$ cat src/hw/ivm_consts.svh
/*
  Holds the numeric constants of the vector address map: vector slots,
  reset target, table base and unlock window length.
  Assumes a word-addressed program space of up to 17 bits.
*/
`ifndef IVM_CONSTS_SVH
`define IVM_CONSTS_SVH
`define IVM_ADDR_W        17
`define IVM_NUM_SRC       30
`define IVM_RESET_ADDR    17'h00000
`define IVM_TABLE_BASE    17'h00002
`define IVM_SLOT_WORDS    17'h00002
`define IVM_UNLOCK_CYCLES 3'h4
`define IVM_BOOT_START    17'h1F000
`define IVM_CNT_ZERO      3'h0
`define IVM_CNT_STEP      3'h1
`define IVM_IDX_PCHG3     5'h06
`define IVM_VEC_PCHG3     17'h0000E
`define IVM_IDX_WDOG      5'h07
`define IVM_VEC_WDOG      17'h00010
`define IVM_IDX_T2_OVF    5'h0A
`define IVM_VEC_T2_OVF    17'h00016
`define IVM_IDX_WT_CAPT   5'h0B
`define IVM_VEC_WT_CAPT   17'h00018
`define IVM_IDX_T0_OVF    5'h11
`define IVM_VEC_T0_OVF    17'h00024
`define IVM_IDX_SPI       5'h12
`define IVM_VEC_SPI       17'h00026
`define IVM_IDX_U0_TX     5'h15
`define IVM_VEC_U0_TX     17'h0002C
`define IVM_IDX_STORE     5'h1A
`define IVM_VEC_STORE     17'h00036
`define IVM_IDX_U1_TX     5'h1D
`define IVM_VEC_U1_TX     17'h0003C
`endif

$ cat src/hw/ivm_pkg.sv
/*
  Holds the types shared by the vector address map modules.
  Assumes ivm_consts.svh is on the include path.
*/
`include "ivm_consts.svh"
package ivm_pkg;
  typedef logic [`IVM_ADDR_W-1:0] ivm_addr_t;
  typedef logic [`IVM_NUM_SRC-1:0] ivm_req_t;
  typedef logic [4:0] ivm_idx_t;
endpackage : ivm_pkg

$ cat src/hw/ivm_ctl_if.sv
/*
  Holds the interface between the top and the request priority encoder.
  Assumes both ends run on the same clock.
*/
`timescale 1ns/1ps
interface ivm_ctl_if;
  import ivm_pkg::*;
  ivm_req_t reqs;   // Masked requests.
  logic     hit;    // Some request present.
  ivm_idx_t idx;    // Lowest numbered request.
  modport enc (input reqs, output hit, output idx);
  modport top (output reqs, input hit, input idx);
endinterface : ivm_ctl_if

$ cat src/hw/ivm_vector_map.sv
/*
  Holds the reset and interrupt vector address generator, the vector
  table relocation control with its timed unlock, and the interrupt
  blocking that the unlock sequence imposes.
  Assumes requests come from flag logic on ref_clk, that the core
  pulses take_irq when it accepts the presented vector, and that the
  core control register writes arrive as a one-cycle strobe.
*/
`timescale 1ns/1ps
`include "ivm_consts.svh"

// Overview of operation
// - Reset fetch goes to word zero.
// - External pin requests at 0x0002 to 0x0006.
// - Pin-change requests in slots 0x0008 to 0x000E.
// - Watchdog time-out at 0x0010.
// - Second 8-bit timer at 0x0012 to 0x0016.
// - Wide timer requests at 0x0018 to 0x001E.
// - First 8-bit timer at 0x0020 to 0x0024.
// - Serial peripheral complete at 0x0026.
// - First serial port at 0x0028 to 0x002C.
// - Comparator through store-ready at 0x002E to 0x0036.
// - Second serial port at 0x0038 to 0x003C.
// - Programmed fuse moves reset to boot start.
// - Select bit adds boot start to vectors.
// - Fuse and select choose reset and table base.
// - Vector fetched only when interrupt is taken.
// - Unlock bit self-clears after four cycles.
// - Interrupts blocked during the unlock sequence.
module ivm_vector_map #(
  parameter ivm_pkg::ivm_addr_t BOOT_START = `IVM_BOOT_START
) (
  input  wire logic               ref_clk,                 // System clock, 50 MHz.
  input  wire logic               rst_b,                   // Asynchronous reset, active low.
  input  wire logic               reset_fetch,             // Core requests reset fetch.
  input  wire logic               boot_reset_target_fuse,  // 0 means programmed.
  input  wire ivm_pkg::ivm_req_t  irq_req,                 // Pending enabled requests.
  input  wire logic               global_irq_en,           // Core global interrupt flag.
  input  wire logic               ctrl_wr,                 // Control register write strobe.
  input  wire logic               ctrl_wr_select,          // Written select value.
  input  wire logic               ctrl_wr_unlock,          // Written unlock value.
  input  wire logic               take_irq,                // Core accepts the vector.
  input  wire logic               instr_done,              // Core retires an instruction.
  output logic                    irq_pending,             // Vector ready to be taken.
  output ivm_pkg::ivm_idx_t       irq_index,               // Source number being taken.
  output ivm_pkg::ivm_addr_t      fetch_addr,              // Address the core fetches.
  output logic                    fetch_valid,             // Fetch address is meaningful.
  output logic                    vector_table_select,     // Table relocated to boot.
  output logic                    vector_change_unlock     // Unlock window open.
);
  import ivm_pkg::*;

  typedef enum logic [1:0] {
    IVM_IDLE   = 2'b00,
    IVM_OPEN   = 2'b01,
    IVM_TRAIL  = 2'b11
  } ivm_lock_t;

  ivm_lock_t lock_r;
  logic [2:0] unlock_cnt_r;
  logic       sel_r;
  logic       block_irq;
  ivm_addr_t  reset_addr;
  ivm_addr_t  table_base;
  ivm_addr_t  addr_r;
  logic       valid_r;
  ivm_idx_t   idx_r;

  ivm_ctl_if ctl ();

  ivm_prio_enc u_enc (
    .ctl (ctl)
  );

  // Slots are two words wide, so an odd boot start would split every slot.
  if (BOOT_START[0] != 1'b0) begin : g_bad_boot
    $error("BOOT_START must be an even word address");
  end

  // The unlock window opens on a write with the unlock bit set and closes
  // after the fixed count or when a select write arrives.
  always_ff @(posedge ref_clk or negedge rst_b) begin
    if (!rst_b) begin
      lock_r       <= IVM_IDLE;
      unlock_cnt_r <= `IVM_CNT_ZERO;
    end else begin
      unique case (lock_r)
        IVM_IDLE: begin
          if (ctrl_wr && ctrl_wr_unlock) begin
            lock_r       <= IVM_OPEN;
            unlock_cnt_r <= `IVM_UNLOCK_CYCLES;
          end
        end
        IVM_OPEN: begin
          if (ctrl_wr && !ctrl_wr_unlock) begin
            lock_r <= IVM_TRAIL;
          end else if (unlock_cnt_r == `IVM_CNT_STEP) begin
            lock_r <= IVM_IDLE;
          end
          unlock_cnt_r <= unlock_cnt_r - `IVM_CNT_STEP;
        end
        IVM_TRAIL: begin
          if (instr_done) begin
            lock_r <= IVM_IDLE;
          end
        end
        // The unused code can only appear after an upset; fall back to idle.
        default: begin
          lock_r <= IVM_IDLE;
        end
      endcase
    end
  end

  // Select only changes on the second write of the timed sequence.
  always_ff @(posedge ref_clk or negedge rst_b) begin
    if (!rst_b) begin
      sel_r <= 1'b0;
    end else if (lock_r == IVM_OPEN && ctrl_wr && !ctrl_wr_unlock) begin
      sel_r <= ctrl_wr_select;
    end
  end

  assign vector_change_unlock = (lock_r == IVM_OPEN);
  assign vector_table_select  = sel_r;

  // Blocking never touches the global flag; it only gates the requests.
  assign block_irq = (lock_r != IVM_IDLE) || (ctrl_wr && ctrl_wr_unlock);
  assign ctl.reqs  = (global_irq_en && !block_irq) ? irq_req : '0;

  assign reset_addr = boot_reset_target_fuse ? `IVM_RESET_ADDR : BOOT_START;
  assign table_base = sel_r ? (BOOT_START + `IVM_TABLE_BASE) : `IVM_TABLE_BASE;

  assign irq_pending = ctl.hit;
  assign irq_index   = ctl.idx;

  // Slot n sits at base plus two words per source number, which places every
  // source of the table in its documented order.
  always_ff @(posedge ref_clk or negedge rst_b) begin
    if (!rst_b) begin
      addr_r  <= `IVM_RESET_ADDR;
      valid_r <= 1'b0;
      idx_r   <= '0;
    end else if (reset_fetch) begin
      addr_r  <= reset_addr;
      valid_r <= 1'b1;
    end else if (take_irq && ctl.hit) begin
      addr_r  <= table_base + (`IVM_SLOT_WORDS * ivm_addr_t'(ctl.idx));
      valid_r <= 1'b1;
      idx_r   <= ctl.idx;
    end else begin
      valid_r <= 1'b0;
    end
  end

  assign fetch_addr  = addr_r;
  assign fetch_valid = valid_r;

  AST_RESET_ADDR: assert property (@(posedge ref_clk) disable iff (!rst_b)
    reset_fetch |=> fetch_valid && fetch_addr == $past(reset_addr))
    else $error("reset fetch address wrong");
  AST_BOOT_RESET: assert property (@(posedge ref_clk) disable iff (!rst_b)
    reset_fetch && !boot_reset_target_fuse |=> fetch_addr == BOOT_START)
    else $error("boot reset address wrong");
  AST_VEC_ADDR: assert property (@(posedge ref_clk) disable iff (!rst_b)
    !reset_fetch && take_irq && ctl.hit && !sel_r |=>
      fetch_addr == 17'(`IVM_TABLE_BASE + `IVM_SLOT_WORDS * 17'($past(ctl.idx))))
    else $error("vector address wrong");
  AST_VEC_BOOT: assert property (@(posedge ref_clk) disable iff (!rst_b)
    !reset_fetch && take_irq && ctl.hit && sel_r |=>
      fetch_addr >= BOOT_START + `IVM_TABLE_BASE)
    else $error("relocated vector below boot start");
  AST_NO_FETCH: assert property (@(posedge ref_clk) disable iff (!rst_b)
    !reset_fetch && !take_irq |=> !fetch_valid)
    else $error("vector fetched without take");
  AST_UNLOCK_CLR: assert property (@(posedge ref_clk) disable iff (!rst_b)
    $rose(vector_change_unlock) |-> ##[1:4] !vector_change_unlock)
    else $error("unlock bit not cleared in time");
  AST_SEL_LOCK: assert property (@(posedge ref_clk) disable iff (!rst_b)
    !vector_change_unlock |=> $stable(vector_table_select))
    else $error("select changed without unlock");
  AST_BLOCK: assert property (@(posedge ref_clk) disable iff (!rst_b)
    vector_change_unlock |-> !irq_pending)
    else $error("interrupt presented during unlock");
  AST_PRIO: assert property (@(posedge ref_clk) disable iff (!rst_b)
    irq_pending |-> ctl.reqs[irq_index] && ((ctl.reqs & ((30'h1 << irq_index) - 30'h1)) == '0))
    else $error("not the lowest pending request");

  // Fixed table points, checked against their own constants so that a drift
  // in the slot arithmetic shows up at a named source.
  AST_PCHG_LAST: assert property (@(posedge ref_clk) disable iff (!rst_b)
    !reset_fetch && take_irq && ctl.hit && !sel_r && ctl.idx == `IVM_IDX_PCHG3 |=>
      fetch_addr == `IVM_VEC_PCHG3)
    else $error("last pin-change slot wrong");
  AST_WDOG: assert property (@(posedge ref_clk) disable iff (!rst_b)
    !reset_fetch && take_irq && ctl.hit && !sel_r && ctl.idx == `IVM_IDX_WDOG |=>
      fetch_addr == `IVM_VEC_WDOG)
    else $error("watchdog slot wrong");
  AST_T2_OVF: assert property (@(posedge ref_clk) disable iff (!rst_b)
    !reset_fetch && take_irq && ctl.hit && !sel_r && ctl.idx == `IVM_IDX_T2_OVF |=>
      fetch_addr == `IVM_VEC_T2_OVF)
    else $error("second timer overflow slot wrong");
  AST_WT_CAPT: assert property (@(posedge ref_clk) disable iff (!rst_b)
    !reset_fetch && take_irq && ctl.hit && !sel_r && ctl.idx == `IVM_IDX_WT_CAPT |=>
      fetch_addr == `IVM_VEC_WT_CAPT)
    else $error("wide timer capture slot wrong");
  AST_T0_OVF: assert property (@(posedge ref_clk) disable iff (!rst_b)
    !reset_fetch && take_irq && ctl.hit && !sel_r && ctl.idx == `IVM_IDX_T0_OVF |=>
      fetch_addr == `IVM_VEC_T0_OVF)
    else $error("first timer overflow slot wrong");
  AST_SPI: assert property (@(posedge ref_clk) disable iff (!rst_b)
    !reset_fetch && take_irq && ctl.hit && !sel_r && ctl.idx == `IVM_IDX_SPI |=>
      fetch_addr == `IVM_VEC_SPI)
    else $error("serial peripheral slot wrong");
  AST_U0_TX: assert property (@(posedge ref_clk) disable iff (!rst_b)
    !reset_fetch && take_irq && ctl.hit && !sel_r && ctl.idx == `IVM_IDX_U0_TX |=>
      fetch_addr == `IVM_VEC_U0_TX)
    else $error("first serial port slot wrong");
  AST_STORE: assert property (@(posedge ref_clk) disable iff (!rst_b)
    !reset_fetch && take_irq && ctl.hit && !sel_r && ctl.idx == `IVM_IDX_STORE |=>
      fetch_addr == `IVM_VEC_STORE)
    else $error("store ready slot wrong");
  AST_U1_TX: assert property (@(posedge ref_clk) disable iff (!rst_b)
    !reset_fetch && take_irq && ctl.hit && !sel_r && ctl.idx == `IVM_IDX_U1_TX |=>
      fetch_addr == `IVM_VEC_U1_TX)
    else $error("second serial port slot wrong");

  // The relocated table keeps the same spacing, only shifted by boot start.
  AST_VEC_SHIFT: assert property (@(posedge ref_clk) disable iff (!rst_b)
    !reset_fetch && take_irq && ctl.hit && sel_r |=>
      fetch_addr == 17'(BOOT_START + `IVM_TABLE_BASE + `IVM_SLOT_WORDS * 17'($past(ctl.idx))))
    else $error("relocated vector address wrong");
  AST_SEL_CLOSE: assert property (@(posedge ref_clk) disable iff (!rst_b)
    vector_change_unlock && ctrl_wr && !ctrl_wr_unlock |=> !vector_change_unlock)
    else $error("unlock not closed by select write");
  AST_TRAIL: assert property (@(posedge ref_clk) disable iff (!rst_b)
    lock_r == IVM_TRAIL |-> !irq_pending)
    else $error("interrupt presented before next instruction");
  AST_GIE: assert property (@(posedge ref_clk) disable iff (!rst_b)
    !global_irq_en |-> !irq_pending)
    else $error("interrupt presented while disabled");
endmodule : ivm_vector_map

$ cat src/hw/ivm_prio_enc.sv
/*
  Holds the lowest-first priority encoder over the request lines.
  Assumes the requests arrive already gated and on the block clock.
*/
`timescale 1ns/1ps
module ivm_prio_enc (
  ivm_ctl_if.enc ctl  // Request and answer group.
);
  import ivm_pkg::*;
  always_comb begin
    ctl.hit = 1'b0;
    ctl.idx = '0;
    for (int i = `IVM_NUM_SRC - 1; i >= 0; i--) begin
      if (ctl.reqs[i]) begin
        ctl.hit = 1'b1;
        ctl.idx = 5'(i);
      end
    end
  end
endmodule : ivm_prio_enc

$ cat config.mk
export PLATFORM = sky130hd
export DESIGN_NAME = ivm_vector_map
export DESIGN_NICKNAME = d
export VERILOG_FILES = /design/src/hw/ivm_pkg.sv /design/src/hw/ivm_ctl_if.sv /design/src/hw/ivm_vector_map.sv /design/src/hw/ivm_prio_enc.sv
export VERILOG_INCLUDE_DIRS = /design/src /design/src/hw
export SDC_FILE = /design/constraint.sdc
export NUM_CORES = 1
export LEC_CHECK = 0
export BUFFER_PORTS_ARGS = -buffer_cell sky130_fd_sc_hd__buf_2
export CORE_MARGIN = 2
export CORE_UTILIZATION = 46
export CTS_CLUSTER_DIAMETER = 50
export CTS_CLUSTER_SIZE = 12
export DETAILED_ROUTE_END_ITERATION = 10
export PLACE_DENSITY = 0.82
export RECOVER_POWER = 50
export SYNTH_ARGS = -nofsm -noshare
export SYNTH_HDL_FRONTEND = slang
export SYNTH_SLANG_ARGS = --single-unit
export TNS_END_PERCENT = 1
$ cat constraint.sdc
create_clock -name ref_clk -period 4.2 [get_ports ref_clk]
set_clock_uncertainty 0.2 [all_clocks]
set_input_delay 0.21 -clock ref_clk [delete_from_list [all_inputs] [get_ports ref_clk]]
set_output_delay 0.21 -clock ref_clk [all_outputs]
set_load 0.03 [all_outputs]
Yosys cells after proc, flatten, opt, wreduce, memory -nomap -nowiden
Cells that the tools add are included.
Widths: inputs -> output; s select.
- latch bits: 0
- input bits: 40
- logic and storage cells: 102
- register bits after elaboration: 24
- RAM bits: 0
- bits in read-only memories: 0
- output and inout bits: 26
- memories kept: 0
- multiplexer cells: 74
- div/mod/pow operators: 0
- equality and inequality tests: 6
- $add $sub $neg: 2
- shift-type cells: 0
- reduce and logical (&&, ||, !) cells: 15
- $mul: 0
- $lt $le $gt $ge: 0
- bitwise gates (word level): 0
- operators with widths (kind ; number):
    $mux 5 ; 30
    $mux 17 ; 4
    $mux 1 ; 32
    $mux 30 ; 1
    $add 17x6->17 ; 1
    $mux 2 ; 4
    $logic_and 1x1->1 ; 6
    $pmux 2 s3 ; 1
    $pmux 3 s2 ; 1
    $reduce_bool 2->1 ; 3
    $ne 2x2->1 const B ; 2
    $eq 3x1->1 const B ; 1
    $mux 3 ; 1
    $ne 3x1->1 const B ; 1
    $reduce_and 3->1 ; 1
    $sub 3x1->3 const B ; 1
    $eq 2x1->1 const B ; 1
    $eq 2x2->1 const B ; 1
    $logic_not 1->1 ; 2
    $logic_not 2->1 ; 1
    $reduce_and 2->1 ; 1
    $logic_or 1x1->1 ; 1

Depth between registers and ports, before layout
Gate-level depths: netlist of the first run.
- word-level depth: 38
- gate-level depth with buffers: 11
- mapped depth without buffers: 10

Cells and area by module
From an unflattened synthesis of the first run, not the netlist that was laid out.
- cells, all modules: 175
- area, all modules: 1326.3 um^2
- by module, submodules not included (module ; times used ; sequential area each (um^2) ; cells an instance ; area each (um^2)):
    ivm_vector_map ; 1 ; 350.3 ; 111 ; 983.4
    ivm_prio_enc ; 1 ; 0.0 ; 64 ; 342.8

Worst setup path before layout of the first run
OpenSTA, ideal clock, no wires.
- path kind: register to register
- start: register lock_r[0]
- end: register addr_r[5] (netlist: fetch_addr[5])
- buffers on the path: 1
- arrival time: 2.700 ns
- period minus slack after synthesis: 2.994 ns
- setup slack: 1.206 ns
- setup time: 0.094 ns
- cell stages (with the launch flop): 12
- required time: 3.906 ns
- cell sequence: dfrtp_1 -> a21oi_1 -> and3b_1 -> clkbuf_1 -> o211ai_1 -> nor3_1 -> nor2_1 -> a21oi_1 -> ha_1 -> nand3b_1 -> xor2_1 -> a211oi_1
- cells in the longest elaborated chain, start to end: 38
- elaborated cells between the ends (all ways): 70
- those cells by class: 1 x add/sub; 63 x mux; 6 x reduce/logical
- ends and longest elaborated chain (what ; line ; RTL):
    from (decl) ; ivm_vector_map.sv:59 ; ivm_lock_t lock_r;
    from (signal assigned) ; ivm_vector_map.sv:84 ; lock_r <= IVM_IDLE;
    from (signal assigned) ; ivm_vector_map.sv:90 ; lock_r <= IVM_OPEN;
    from (signal assigned) ; ivm_vector_map.sv:96 ; lock_r <= IVM_TRAIL;
    $reduce_bool 2->1 * ; ivm_vector_map.sv:128 ; assign block_irq = (lock_r != IVM_IDLE) || (ctrl_wr && ctrl_wr_unlock);
    $logic_or 1x1->1 * ; ivm_vector_map.sv:128 ;
    $logic_not 1->1 * ; ivm_vector_map.sv:129 ; assign ctl.reqs = (global_irq_en && !block_irq) ? irq_req : '0;
    $logic_and 1x1->1 * ; ivm_vector_map.sv:129 ;
    $mux 30 * ; ivm_vector_map.sv:129 ;
    $mux 5 (29 in series) ; ivm_prio_enc.sv:14 ; if (ctl.reqs[i]) begin
    $mux 5 * ; ivm_prio_enc.sv:14 ;
    net irq_index[0] ; ivm_vector_map.sv:45 ; output ivm_pkg::ivm_idx_t irq_index,
    $add 17x6->17 * ; ivm_vector_map.sv:148 ; addr_r <= table_base + (`IVM_SLOT_WORDS * ivm_addr_t'(ctl.idx));
    $mux 17 * ; ivm_vector_map.sv:147 ; end else if (take_irq && ctl.hit) begin
    $mux 17 * ; ivm_vector_map.sv:144 ; end else if (reset_fetch) begin
    to (signal assigned) ; ivm_vector_map.sv:141 ; addr_r <= `IVM_RESET_ADDR;
    to (signal assigned) ; ivm_vector_map.sv:145 ; addr_r <= reset_addr;
    to (signal assigned) ; ivm_vector_map.sv:148 ;
    to (decl) ; ivm_vector_map.sv:65 ; ivm_addr_t addr_r;
Mark *: on every way through the listed nets, which the timed path passes. The rest lies on a longest branch. The select of a mux whose other input is x is not followed.
A chain may end at the register's enable or synchronous reset.

Worst setup path after layout of the first run
- start: register lock_r[0]
- end: register addr_r[5] (netlist: fetch_addr[5])
- cells in the longest elaborated chain, start to end: 38
- elaborated cells between the ends (all ways): 70
- those cells by class: 1 x add/sub; 63 x mux; 6 x reduce/logical
- ends and longest elaborated chain (what ; line):
    $reduce_bool 2->1 * ; ivm_vector_map.sv:128
    $logic_or 1x1->1 * ; ivm_vector_map.sv:128
    $logic_not 1->1 * ; ivm_vector_map.sv:129
    $logic_and 1x1->1 * ; ivm_vector_map.sv:129
    $mux 30 * ; ivm_vector_map.sv:129
    $mux 5 (30 in series) ; ivm_prio_enc.sv:14
    $add 17x6->17 ; ivm_vector_map.sv:148
    $mux 17 ; ivm_vector_map.sv:147
    $mux 17 ; ivm_vector_map.sv:144
Every way passes the cells marked *; elsewhere a longest branch is shown, timed or not. The select of a mux whose other input is x is not followed.

==> results of run 1 <==
[routing by layer]
layer | wire, um | track usage | vias to the layer above
met1 | 1300 | 0.250 | 612
li1 | - | - | 643
met5 | 0 | 0 | -
met4 | 68 | 0.0941 | 0
met3 | 273 | 0.0328 | 6
met2 | 1450 | 0.350 | 73
[cells by family (layout without fill, tap and decap cells)]
kind of cell / count (synthesis) / in the layout / synth area share
other cells: 1 / 6 / 0.00310
mux: 2 / 2 / 0.0176
simple gates: 61 / 61 / 0.307
compound gates: 40 / 40 / 0.217
xor+xnor: 4 / 4 / 0.0290
fa+ha+maj: 3 / 3 / 0.0310
flops: 14 / 14 / 0.290
buf+inv: 22 / 76 / 0.105
[how the worst max path moves through the flow]
| stage | endpoint | depth (start not counted) |
|---|---|---|
| after floorplan | fetch_addr[5] | 11 |
| after global placement | fetch_addr[5] | 9 |
| after detailed placement | fetch_addr[5] | 9 |
| after CTS | fetch_addr[5] | 9 |
| after global routing | fetch_addr[5] | 9 |
| final | fetch_addr[5] | 9 |
[state kept, by name, indices dropped and copies added, names as in the netlist]
register,cells
fetch_addr,7
fetch_valid,1
lock_r,2
unlock_cnt_r,3
vector_table_select,1
[cells in the final DEF, fill, tap and decap left out, drive strengths merged]
| master | instances |
|---|---|
| a2111oi | 1 |
| a211oi | 5 |
| a21oi | 13 |
| a22oi | 2 |
| a311o | 1 |
| a31oi | 1 |
| and2 | 1 |
| and3 | 1 |
| and3b | 1 |
| buf | 51 |
| clkbuf | 12 |
| conb | 6 |
| dfrtp | 14 |
| dlygate4sd3 | 4 |
| ha | 3 |
| inv | 9 |
| mux2 | 1 |
| mux2i | 1 |
| nand2 | 1 |
| nand2b | 5 |
| nand3b | 3 |
| nor2 | 24 |
| nor2b | 3 |
| nor3 | 8 |
| nor3b | 1 |
| nor4 | 4 |
| o2111ai | 1 |
| o211ai | 2 |
| o21a | 3 |
| o21ai | 6 |
| o22ai | 1 |
| o311a | 1 |
| o31a | 1 |
| o31ai | 2 |
| or2 | 1 |
| or4 | 8 |
| xnor2 | 1 |
| xor2 | 3 |
[through the flow]
stage | hold WS, ns | setup WS [ns] | area, um^2 | total power [mW]
after global routing | 0.0533 | 1.14 | 1530 | 0.631
final | 0.0427 | 1.37 | 1530 | 0.585
after global placement | -0.0863 | 1.60 | 1470 | 0.472
after floorplan | -0.286 | 1.21 | 1230 | 0.407
after detailed placement | -0.0811 | 1.42 | 1470 | 0.488
after CTS | 0.0349 | 1.38 | 1540 | 0.588
[power breakdown]
group	switching (mW)	internal, mW
Clock	0.0420	0.0527
Combinational	0.184	0.104
Sequential	0.0339	0.169
Total	0.260	0.326
[layout make-up]
class | instances | area [um^2]
sequential | 14 | 350
fill | 229 | 943
clock buffer | 4 | 36.3
timing repair buffer | 63 | 325
multi-input combinational | 116 | 751
tap | 30 | 37.5
inverter | 9 | 33.8
[worst max-delay path: cells and delay by family, from the launching register on]
family	cells	cell delay (ns)
xor gates and xnor gates	1	0.16
and+or+nand+nor	3	0.88
DFF	1	0.47
adders and majority gates	1	0.19
AOI/OAI and AO/OA	4	0.83
[timing repair]
action | 4_1_cts | 5_1_grt
hold buffers | 4 | 0
setup endpoints to repair | 0 | 0
hold endpoints to repair | 20 | 0
==> summary.md, run 1 <==
| Metric | Value |
|---|---|
| Number of setup violations in the final report | 0 |
| Post-Layout Cell Count | 236 |
| Syn_area_per_cell | 8.23 um^2 |
| Layout cells sized above 1 | 0.320 |
| Async S/R FF share, synth | 1.00 |
| Distinct cell type count after synthesis | 45 |
| Worst Path Arrival | 2.82 ns |
| Hold Path Depth | 4 |
| Root Buffer | clkbuf_4 |
| Period utilization | 0.674 |
| Max Fclk | 353 MHz |
| Final Hold Vio Count | 0 |
| Critical Path End Type | flip-flop |
| Clock Sinks | 14 |
| Outcome | complete, no violations |
| WS Path Type | flip-flop to flip-flop |
| Critical Path, Cell by Cell | a21oi_1 > nand3b_1 > or4_1 > a21oi_1 > o21a_1 > ha_1 > nand3b_1 > xor2_1 > a211oi_1 |
| H-Tree Level Count | 1 |
| Worst Hold Class | input port to flip-flop |
| Top-count cell post-synth | nor2_1 |
| Post-cts sizing count | 0 |
| Slew Viols, Final | 0 |
| Vias in the first global route | 1270 |
| DIE AREA | 0.00306 mm^2 |
| Antenna Cells | 0 |
| RSZ-0062 raised after global routing | no |
| Max VDD drop | 0.000299 V |
| Vias | 1334 |
| MaxCap Viol Count | 0 |
| WL per Instance | 13.1 um |
| Die width | 55.3 um |
| Power per cell area | 381 mW/mm^2 |
| PortBufs | 59 |
| Worst-Skew Late Latency | 0.28 ns |
| Gpl congestion | 0.951 |
| Routed WL | 3.09 mm |
| Synth top area share | 0.290 |
| Slew HR | 0.518 |
| CP max-delay cell | or4_1 |
| CTS tree | built |
| Synth top area cells | dfrtp_1 29%, nor2_1 7.1%, buf_4 6.2% |
| Setup Buffers After CTS | 0 |
| DR pass1 iterations | 4 |
| Final Core Density | 0.619 |
| RR Endpoint | fetch_addr[5] |
| Min-delay src | instr_done |
| Crit-path max cell delay | 0.54 ns |
| Post-synth top cells | 23 x nor2_1, 14 x dfrtp_1, 12 x a21oi_1, 10 x buf_4, 9 x inv_1 |
| Vias per cell | 5.65 |
| Grt total ovfl | 0 |
| Starting Density | 0.488 |
| CP required | 4.19 ns |
| Initial antenna violation count | 0 |
| R2r setup slk | 1.37 ns |
| Row count | 18 |
| FF-to-FF Start | lock_r[0] |
| Final #Nets | 250 |
| Worst slew pin tran | 0.724 ns |
| Post-synth top area cell | dfrtp_1 |
| Critical path origin | lock_r[0] |
| Cell Area, Synth | 0.00121 mm^2 |
| Antenna Nets Post-Route | 0 |
| First-pass GRT wire length | 5.22 mm |
| Placed Cells incl. Taps | 228 |
| Setup TNS | 0 ns |
| Num CTS Buffers | 3 |
| Layout overhead on the synthesized area | 26.8% |
| Minimum clock period | 2.83 ns |
| I/O pins | 66 |
| Clock Tree Buf Depth | 2 |
| Final HPWL DP | 2.61 mm |
| Total core area | 0.00248 mm^2 |
| Largest net degree at the start of global routing | 15 |
| Worst Reg2Reg Path Length in Cells | 9 |
| Iter 0 DRT Violations | 44 |
| Hold Path Sink | lock_r[0] |
| Chip Height | 55.3 um |
| Seq/Total Area, Yosys | 0.290 |
| Synthesized flop and latch total | 14 |
| Number of synthesized flops with an enable pin | 0 |
| Pleak | 0.710 nW |
| CP Launch Type | flip-flop |
| CTS clk-pin slew, worst paths | 0.09 ns |
| DRC | 0 |
| Total GRT Usage | 0.204 |
| Primary FF master, synth | dfrtp_1 |
| Yosys warns | 0 |
| Crit-path max FO | 7 |
| Gate Count Post-Synth | 147 |
No activity file was read; power rests on OpenSTA's default activity.
==> inputs of run 2 (changes only) <==
--- a/config.mk
+++ b/config.mk
@@ -8,11 +8,11 @@
 export LEC_CHECK = 0
 export BUFFER_PORTS_ARGS = -buffer_cell sky130_fd_sc_hd__buf_2
 export CORE_MARGIN = 2
-export CORE_UTILIZATION = 46
+export CORE_UTILIZATION = 44
 export CTS_CLUSTER_DIAMETER = 50
 export CTS_CLUSTER_SIZE = 12
 export DETAILED_ROUTE_END_ITERATION = 10
-export PLACE_DENSITY = 0.82
+export PLACE_DENSITY = 0.79
 export RECOVER_POWER = 50
 export SYNTH_ARGS = -nofsm -noshare
 export SYNTH_HDL_FRONTEND = slang
==> constraint.sdc (replaced) <==
create_clock -name ref_clk -period 2.9 [get_ports ref_clk]
set_clock_uncertainty 0.2 [all_clocks]
set_input_delay 0.145 -clock ref_clk [delete_from_list [all_inputs] [get_ports ref_clk]]
set_output_delay 0.145 -clock ref_clk [all_outputs]
set_load 0.03 [all_outputs]
==> run 2 against run 1 <==
Critical path depth unchanged. Non-clock buffer count increased by 3. Die area increased by 4.2%. Critical endpoint unchanged. Largest power group unchanged. Highest routed layer unchanged.
==> summary.md, run 2 (same netlist as run 1, synthesis figures left out) <==
| Metric | Value |
|---|---|
| Period utilization | 0.907 |
| Switching pwr | 0.369 mW |
| Max VDD drop | 0.000527 V |
| M1 WL | 1.26 mm |
| Row count | 19 |
| First-pass GRT wire length | 4.58 mm |
| Switching share of power | 0.437 |
| Pleak | 0.719 nW |
| WL per Instance | 12.1 um |
| PortBufs | 59 |
| Vias per cell | 5.25 |
| Power per cell area | 540 mW/mm^2 |
| Total core area | 0.00269 mm^2 |
| Clock Tree Buf Depth | 2 |
| Die width | 56.4 um |
| Worst slew pin tran | 0.763 ns |
| Vias in the first global route | 1105 |
| Number of setup violations in the final report | 0 |
| Num CTS Buffers | 3 |
| Antenna Nets Post-Route | 0 |
| Critical Path End Type | flip-flop |
| Met3 wire len | 201 um |
| Slew Viols, Final | 0 |
| Worst Hold Class | input port to flip-flop |
| Layout cells sized above 1 | 0.325 |
| DIE AREA | 0.00319 mm^2 |
| Worst-Skew Late Latency | 0.29 ns |
| CP Launch Type | flip-flop |
| Most frequent cells in the layout | 50 x buf_2, 23 x nor2_1, 14 x dfrtp_1, 11 x a21oi_1 |
| Antenna Cells | 0 |
| Final #Nets | 253 |
| Crit-path max FO | 7 |
| Grt total ovfl | 0 |
| Setup TNS | 0 ns |
| Max Fclk | 380 MHz |
| Tot Pwr | 0.846 mW |
| Final Hold Vio Count | 0 |
| MaxCap Viol Count | 0 |
| RSZ-0062 raised after global routing | no |
| Outcome | complete, no violations |
| Final HPWL DP | 2.36 mm |
| Max FFs per register | 7 |
| Worst Path Arrival | 2.62 ns |
| Comb pwr share | 0.488 |
| Starting Density | 0.450 |
| Design area | 0.00157 mm^2 |
| Gpl congestion | 0.803 |
| CP required | 2.89 ns |
| CTS tree | built |
| I/O pins | 66 |
| Largest net degree at the start of global routing | 15 |
| Slew HR | 0.491 |
| Clock Sinks | 14 |
| Layout overhead on the synthesized area | 29.5% |
| Reg power frac | 0.343 |
| Filler Cells Inserted | 278 |
| WS Path Type | flip-flop to flip-flop |
| Commonest non-fill, non-tap cell in the layout | buf_2 |
| Minimum clock period | 2.63 ns |
| Vias | 1260 |
| Clock share of power | 0.169 |
| Initial antenna violation count | 0 |
| H-Tree Level Count | 1 |
| Chip Height | 56.4 um |
| Total GRT Usage | 0.182 |
| DRC | 0 |
| CTS clk-pin slew, worst paths | 0.09 ns |
| Setup Buffers After CTS | 0 |
| Top sig layer | met4 |
| Routed WL | 2.90 mm |
| Routed wl met2 | 1.38 mm |
| DR pass1 iterations | 4 |
| Post-DP Area | 0.00148 mm^2 |
| Iter 0 DRT Violations | 39 |
| Internal Power | 0.476 mW |
| Root Buffer | clkbuf_4 |
-- run 2: repair_timing --
action                                  4_1_cts  5_1_grt
resized for setup                             0        1
endpoints found under the setup margin        0        1
hold buffers                                  6        0
hold endpoints to repair                     23        0
-- run 2: stage by stage --
| step | hold WS [ns] | util | setup slack [ns] | instances |
|---|---|---|---|---|
| CTS | 0.00854 | 0.587 | 0.223 | 240 |
| global placement | -0.148 | 0.551 | 0.394 | 230 |
| global route | 0.0399 | 0.583 | 0.0796 | 240 |
| detailed placement | -0.141 | 0.551 | 0.269 | 230 |
| finish | 0.0156 | 0.583 | 0.270 | 240 |
| floorplan | -0.351 | - | 0.125 | 152 |
-- run 2: worst paths after layout --
check / slack (ns) / depth (start not counted) / endpoint / start
min in group asynchronous: 0.24 / 2 / unlock_cnt_r[1] / rst_b
max in group asynchronous: 1.79 / 2 / fetch_addr[5] / rst_b
worst max register to register: 0.27 / 9 / fetch_addr[5] / lock_r[0]
worst min register to register: 0.31 / 2 / fetch_addr[6] / fetch_addr[6]
worst min-delay path: 0.02 / 3 / fetch_addr[4] / irq_req[0]
worst max-delay path: 0.27 / 9 / fetch_addr[5] / lock_r[0]
-- run 2: area by class of cell --
type	count	area [um^2]	area share
inverter	9	33.8	0.0216
multi-input combinational	116	756	0.482
sequential	14	350	0.224
tap	31	38.8	0.0248
timing repair buffer	66	352	0.224
clock buffer	4	36.3	0.0232
-- run 2: per-layer routing --
layer / up-vias / track usage
li1: 649 / -
met1: 549 / 0.208
met2: 55 / 0.321
met3: 7 / 0.0300
met4: 0 / 0.0986
met5: - / 0
-- run 2: critical path, stage by stage (launching register included) --
cell and delay, ns:
dfrtp_1 0.46, a21oi_1 0.22, nand3b_1 0.12, or4_1 0.48, a21oi_1 0.20, o21a_1 0.18, ha_1 0.18, nand3b_1 0.10
xor2_1 0.16, a211oi_1 0.23
-- run 2: power groups by stage --
stage	Sequential, mW	Combinational [mW]	Clock [mW]
4_1_cts	0.290	0.420	0.148
3_3_place_gp	0.290	0.404	0
2_1_floorplan	0.322	0.270	0
6_report	0.290	0.413	0.143
5_1_grt	0.297	0.454	0.155
3_5_place_dp	0.293	0.409	0
==> inputs of run 3 (changes only) <==
--- a/config.mk
+++ b/config.mk
@@ -8,11 +8,12 @@
 export LEC_CHECK = 0
 export BUFFER_PORTS_ARGS = -buffer_cell sky130_fd_sc_hd__buf_2
 export CORE_MARGIN = 2
-export CORE_UTILIZATION = 44
+export CORE_UTILIZATION = 46
+export CTS_BUF_LIST = sky130_fd_sc_hd__clkbuf_2
 export CTS_CLUSTER_DIAMETER = 50
 export CTS_CLUSTER_SIZE = 12
 export DETAILED_ROUTE_END_ITERATION = 10
-export PLACE_DENSITY = 0.79
+export PLACE_DENSITY = 0.82
 export RECOVER_POWER = 50
 export SYNTH_ARGS = -nofsm -noshare
 export SYNTH_HDL_FRONTEND = slang
==> run 3 against run 2 <==
Combinational power about the same. Clock-buffer cell count decreased by 1. Setup slack got worse by 0.022 ns. Fmax decreased by 0.84%. Routed wire length increased by 0.24%. Critical path type unchanged. Critical endpoint is now fetch_addr[15]. Largest power group unchanged.
==> summary.md, run 3 (same netlist as run 1, synthesis figures left out) <==
| Metric | Value |
|---|---|
| CP required | 2.88 ns |
| Total core area | 0.00248 mm^2 |
| First-pass GRT wire length | 4.66 mm |
| Most frequent cells in the layout | 50 x buf_2, 23 x nor2_1, 14 x dfrtp_1, 11 x a21oi_1 |
| CTS clk-pin slew, worst paths | 0.13 ns |
| FF-to-FF Start | lock_r[0] |
| Worst Path Arrival | 2.63 ns |
| Worst Path Buf+Inv | 2 |
| Minimum clock period | 2.65 ns |
| Post-DP Area | 0.00148 mm^2 |
| DIE AREA | 0.00306 mm^2 |
| H-Tree Level Count | 1 |
| Antenna Nets Post-Route | 0 |
| Pre-CTS setup slack | 0.277 ns |
| Layout cells sized above 1 | 0.317 |
| Number of setup violations in the final report | 0 |
| Setup ws final | 0.247 ns |
| Setup TNS | 0 ns |
| Final HPWL DP | 2.46 mm |
| R2r setup slk | 0.25 ns |
| Met3 wire len | 195 um |
| Vias in the first global route | 1157 |
| CTS tree | built |
| Top sig layer | met4 |
| Reg area | 350 um^2 |
| RSZ-0062 raised after global routing | no |
| Most frequent CP cell | a21oi_1 |
| Max Fclk | 377 MHz |
| Tot Pwr | 0.791 mW |
| Area of the multi-input gates | 754 um^2 |
| Worst slew pin tran | 0.721 ns |
| M1 WL | 1.28 mm |
| Vias | 1277 |
| Filler Cells Inserted | 226 |
| Max VDD drop | 0.000435 V |
| Initial antenna violation count | 0 |
| Largest net degree at the start of global routing | 15 |
| Critical Path End Type | flip-flop |
| Routed WL | 2.91 mm |
| Total GRT Usage | 0.185 |
| RR Endpoint | fetch_addr[15] |
| Grt total ovfl | 0 |
| Hold Path Depth | 3 |
| Setup Buffers After CTS | 0 |
| Chip Height | 55.3 um |
| Critical Path, Cell by Cell | a21oi_1 > nand3b_1 > buf_4 > a31oi_1 > and2_4 > nor2b_1 > a211oi_1 > a21oi_1 > dlygate4sd3_1 |
| Hold Path Sink | lock_r[0] |
| CP Launch Type | flip-flop |
| CP max-delay cell | dlygate4sd3_1 |
| Crit-path max cell delay | 0.55 ns |
| Outcome | complete, no violations |
| Pleak | 0.711 nW |
| Slew HR | 0.519 |
| Num CTS Buffers | 3 |
| Die width | 55.3 um |
| Final Core Density | 0.623 |
| DRC | 0 |
| Root Buffer | clkbuf_2 |
| Design area | 0.00154 mm^2 |
| MaxCap Viol Count | 0 |
| WL per Instance | 12.2 um |
| Post-cts sizing count | 0 |
| Gpl congestion | 0.935 |
| Crit-path max FO | 13 |
| Iter 0 DRT Violations | 42 |
| Vias per cell | 5.37 |
| Max FFs per register | 7 |
| Starting Density | 0.488 |
| Final Hold Vio Count | 0 |
| PortBufs | 59 |
| Commonest non-fill, non-tap cell in the layout | buf_2 |
| WS Path Type | flip-flop to flip-flop |
| Clock Sinks | 14 |
| Worst Reg2Reg Path Length in Cells | 9 |
| Worst-Skew Late Latency | 0.28 ns |
| Antenna Cells | 0 |
| Power per cell area | 513 mW/mm^2 |
| Worst Hold Class | input port to flip-flop |
| Routed wl met2 | 1.39 mm |
| Layout overhead on the synthesized area | 27.5% |
| Row count | 18 |
| Min-delay src | ctrl_wr |
| Final #Nets | 253 |
| Slew Viols, Final | 0 |
| Clock Tree Buf Depth | 2 |
| Period utilization | 0.915 |
| I/O pins | 66 |
| Crit path max-delay family | buffers and inverters |
| DR pass1 iterations | 4 |
==> run 3: worst max path at each step <==
stage                   start              to  slack [ns]  cells past startpoint
floorplan           lock_r[0]   fetch_addr[5]        0.12                      9
global placement    lock_r[0]   fetch_addr[5]        0.42                     10
detailed placement  lock_r[0]   fetch_addr[5]        0.28                     10
CTS                 lock_r[0]  fetch_addr[15]        0.23                      9
global route        lock_r[0]   fetch_addr[5]        0.02                     10
finish              lock_r[0]  fetch_addr[15]        0.25                      9
==> run 3: repair_timing <==
action | 4_1_cts | 5_1_grt
endpoints found under the hold margin | 22 | 0
setup endpoints to repair | 0 | 0
hold buffers | 6 | 0
==> run 3: per-layer routing <==
metal | track usage | vias to the layer above
li1 | - | 657
met1 | 0.230 | 559
met2 | 0.330 | 57
met3 | 0.0141 | 4
met4 | 0.0732 | 0
met5 | 0 | -
==> run 3: worst reg2reg max path: cells and delay by family (launching register included) <==
kind	cells	cell delay [ns]
flip-flops	1	0.48
AO/OA/AOI/OAI	4	0.69
AND/OR/NAND/NOR	3	0.47
buffers and inverters	2	0.72
==> run 3: final cells by class <==
cell class,instances,area share
inverter,9,0.0219
sequential,14,0.227
multi-input combinational,116,0.489
tap,30,0.0243
timing repair buffer,66,0.228
clock buffer,3,0.00973
==> run 3: through the flow <==
step / cells / hold slack (ns)
after floorplan: 152 / -0.351
after global placement: 229 / -0.152
after detailed placement: 229 / -0.146
after CTS: 238 / 0.00758
after global routing: 238 / 0.00541
final: 238 / 0.00384
==> run 3: where the power goes <==
| group | switching [mW] | total, mW | internal (mW) |
|---|---|---|---|
| clock network | 0.0584 | 0.0866 | 0.0282 |
| logic | 0.260 | 0.415 | 0.155 |
| registers | 0.0454 | 0.290 | 0.245 |
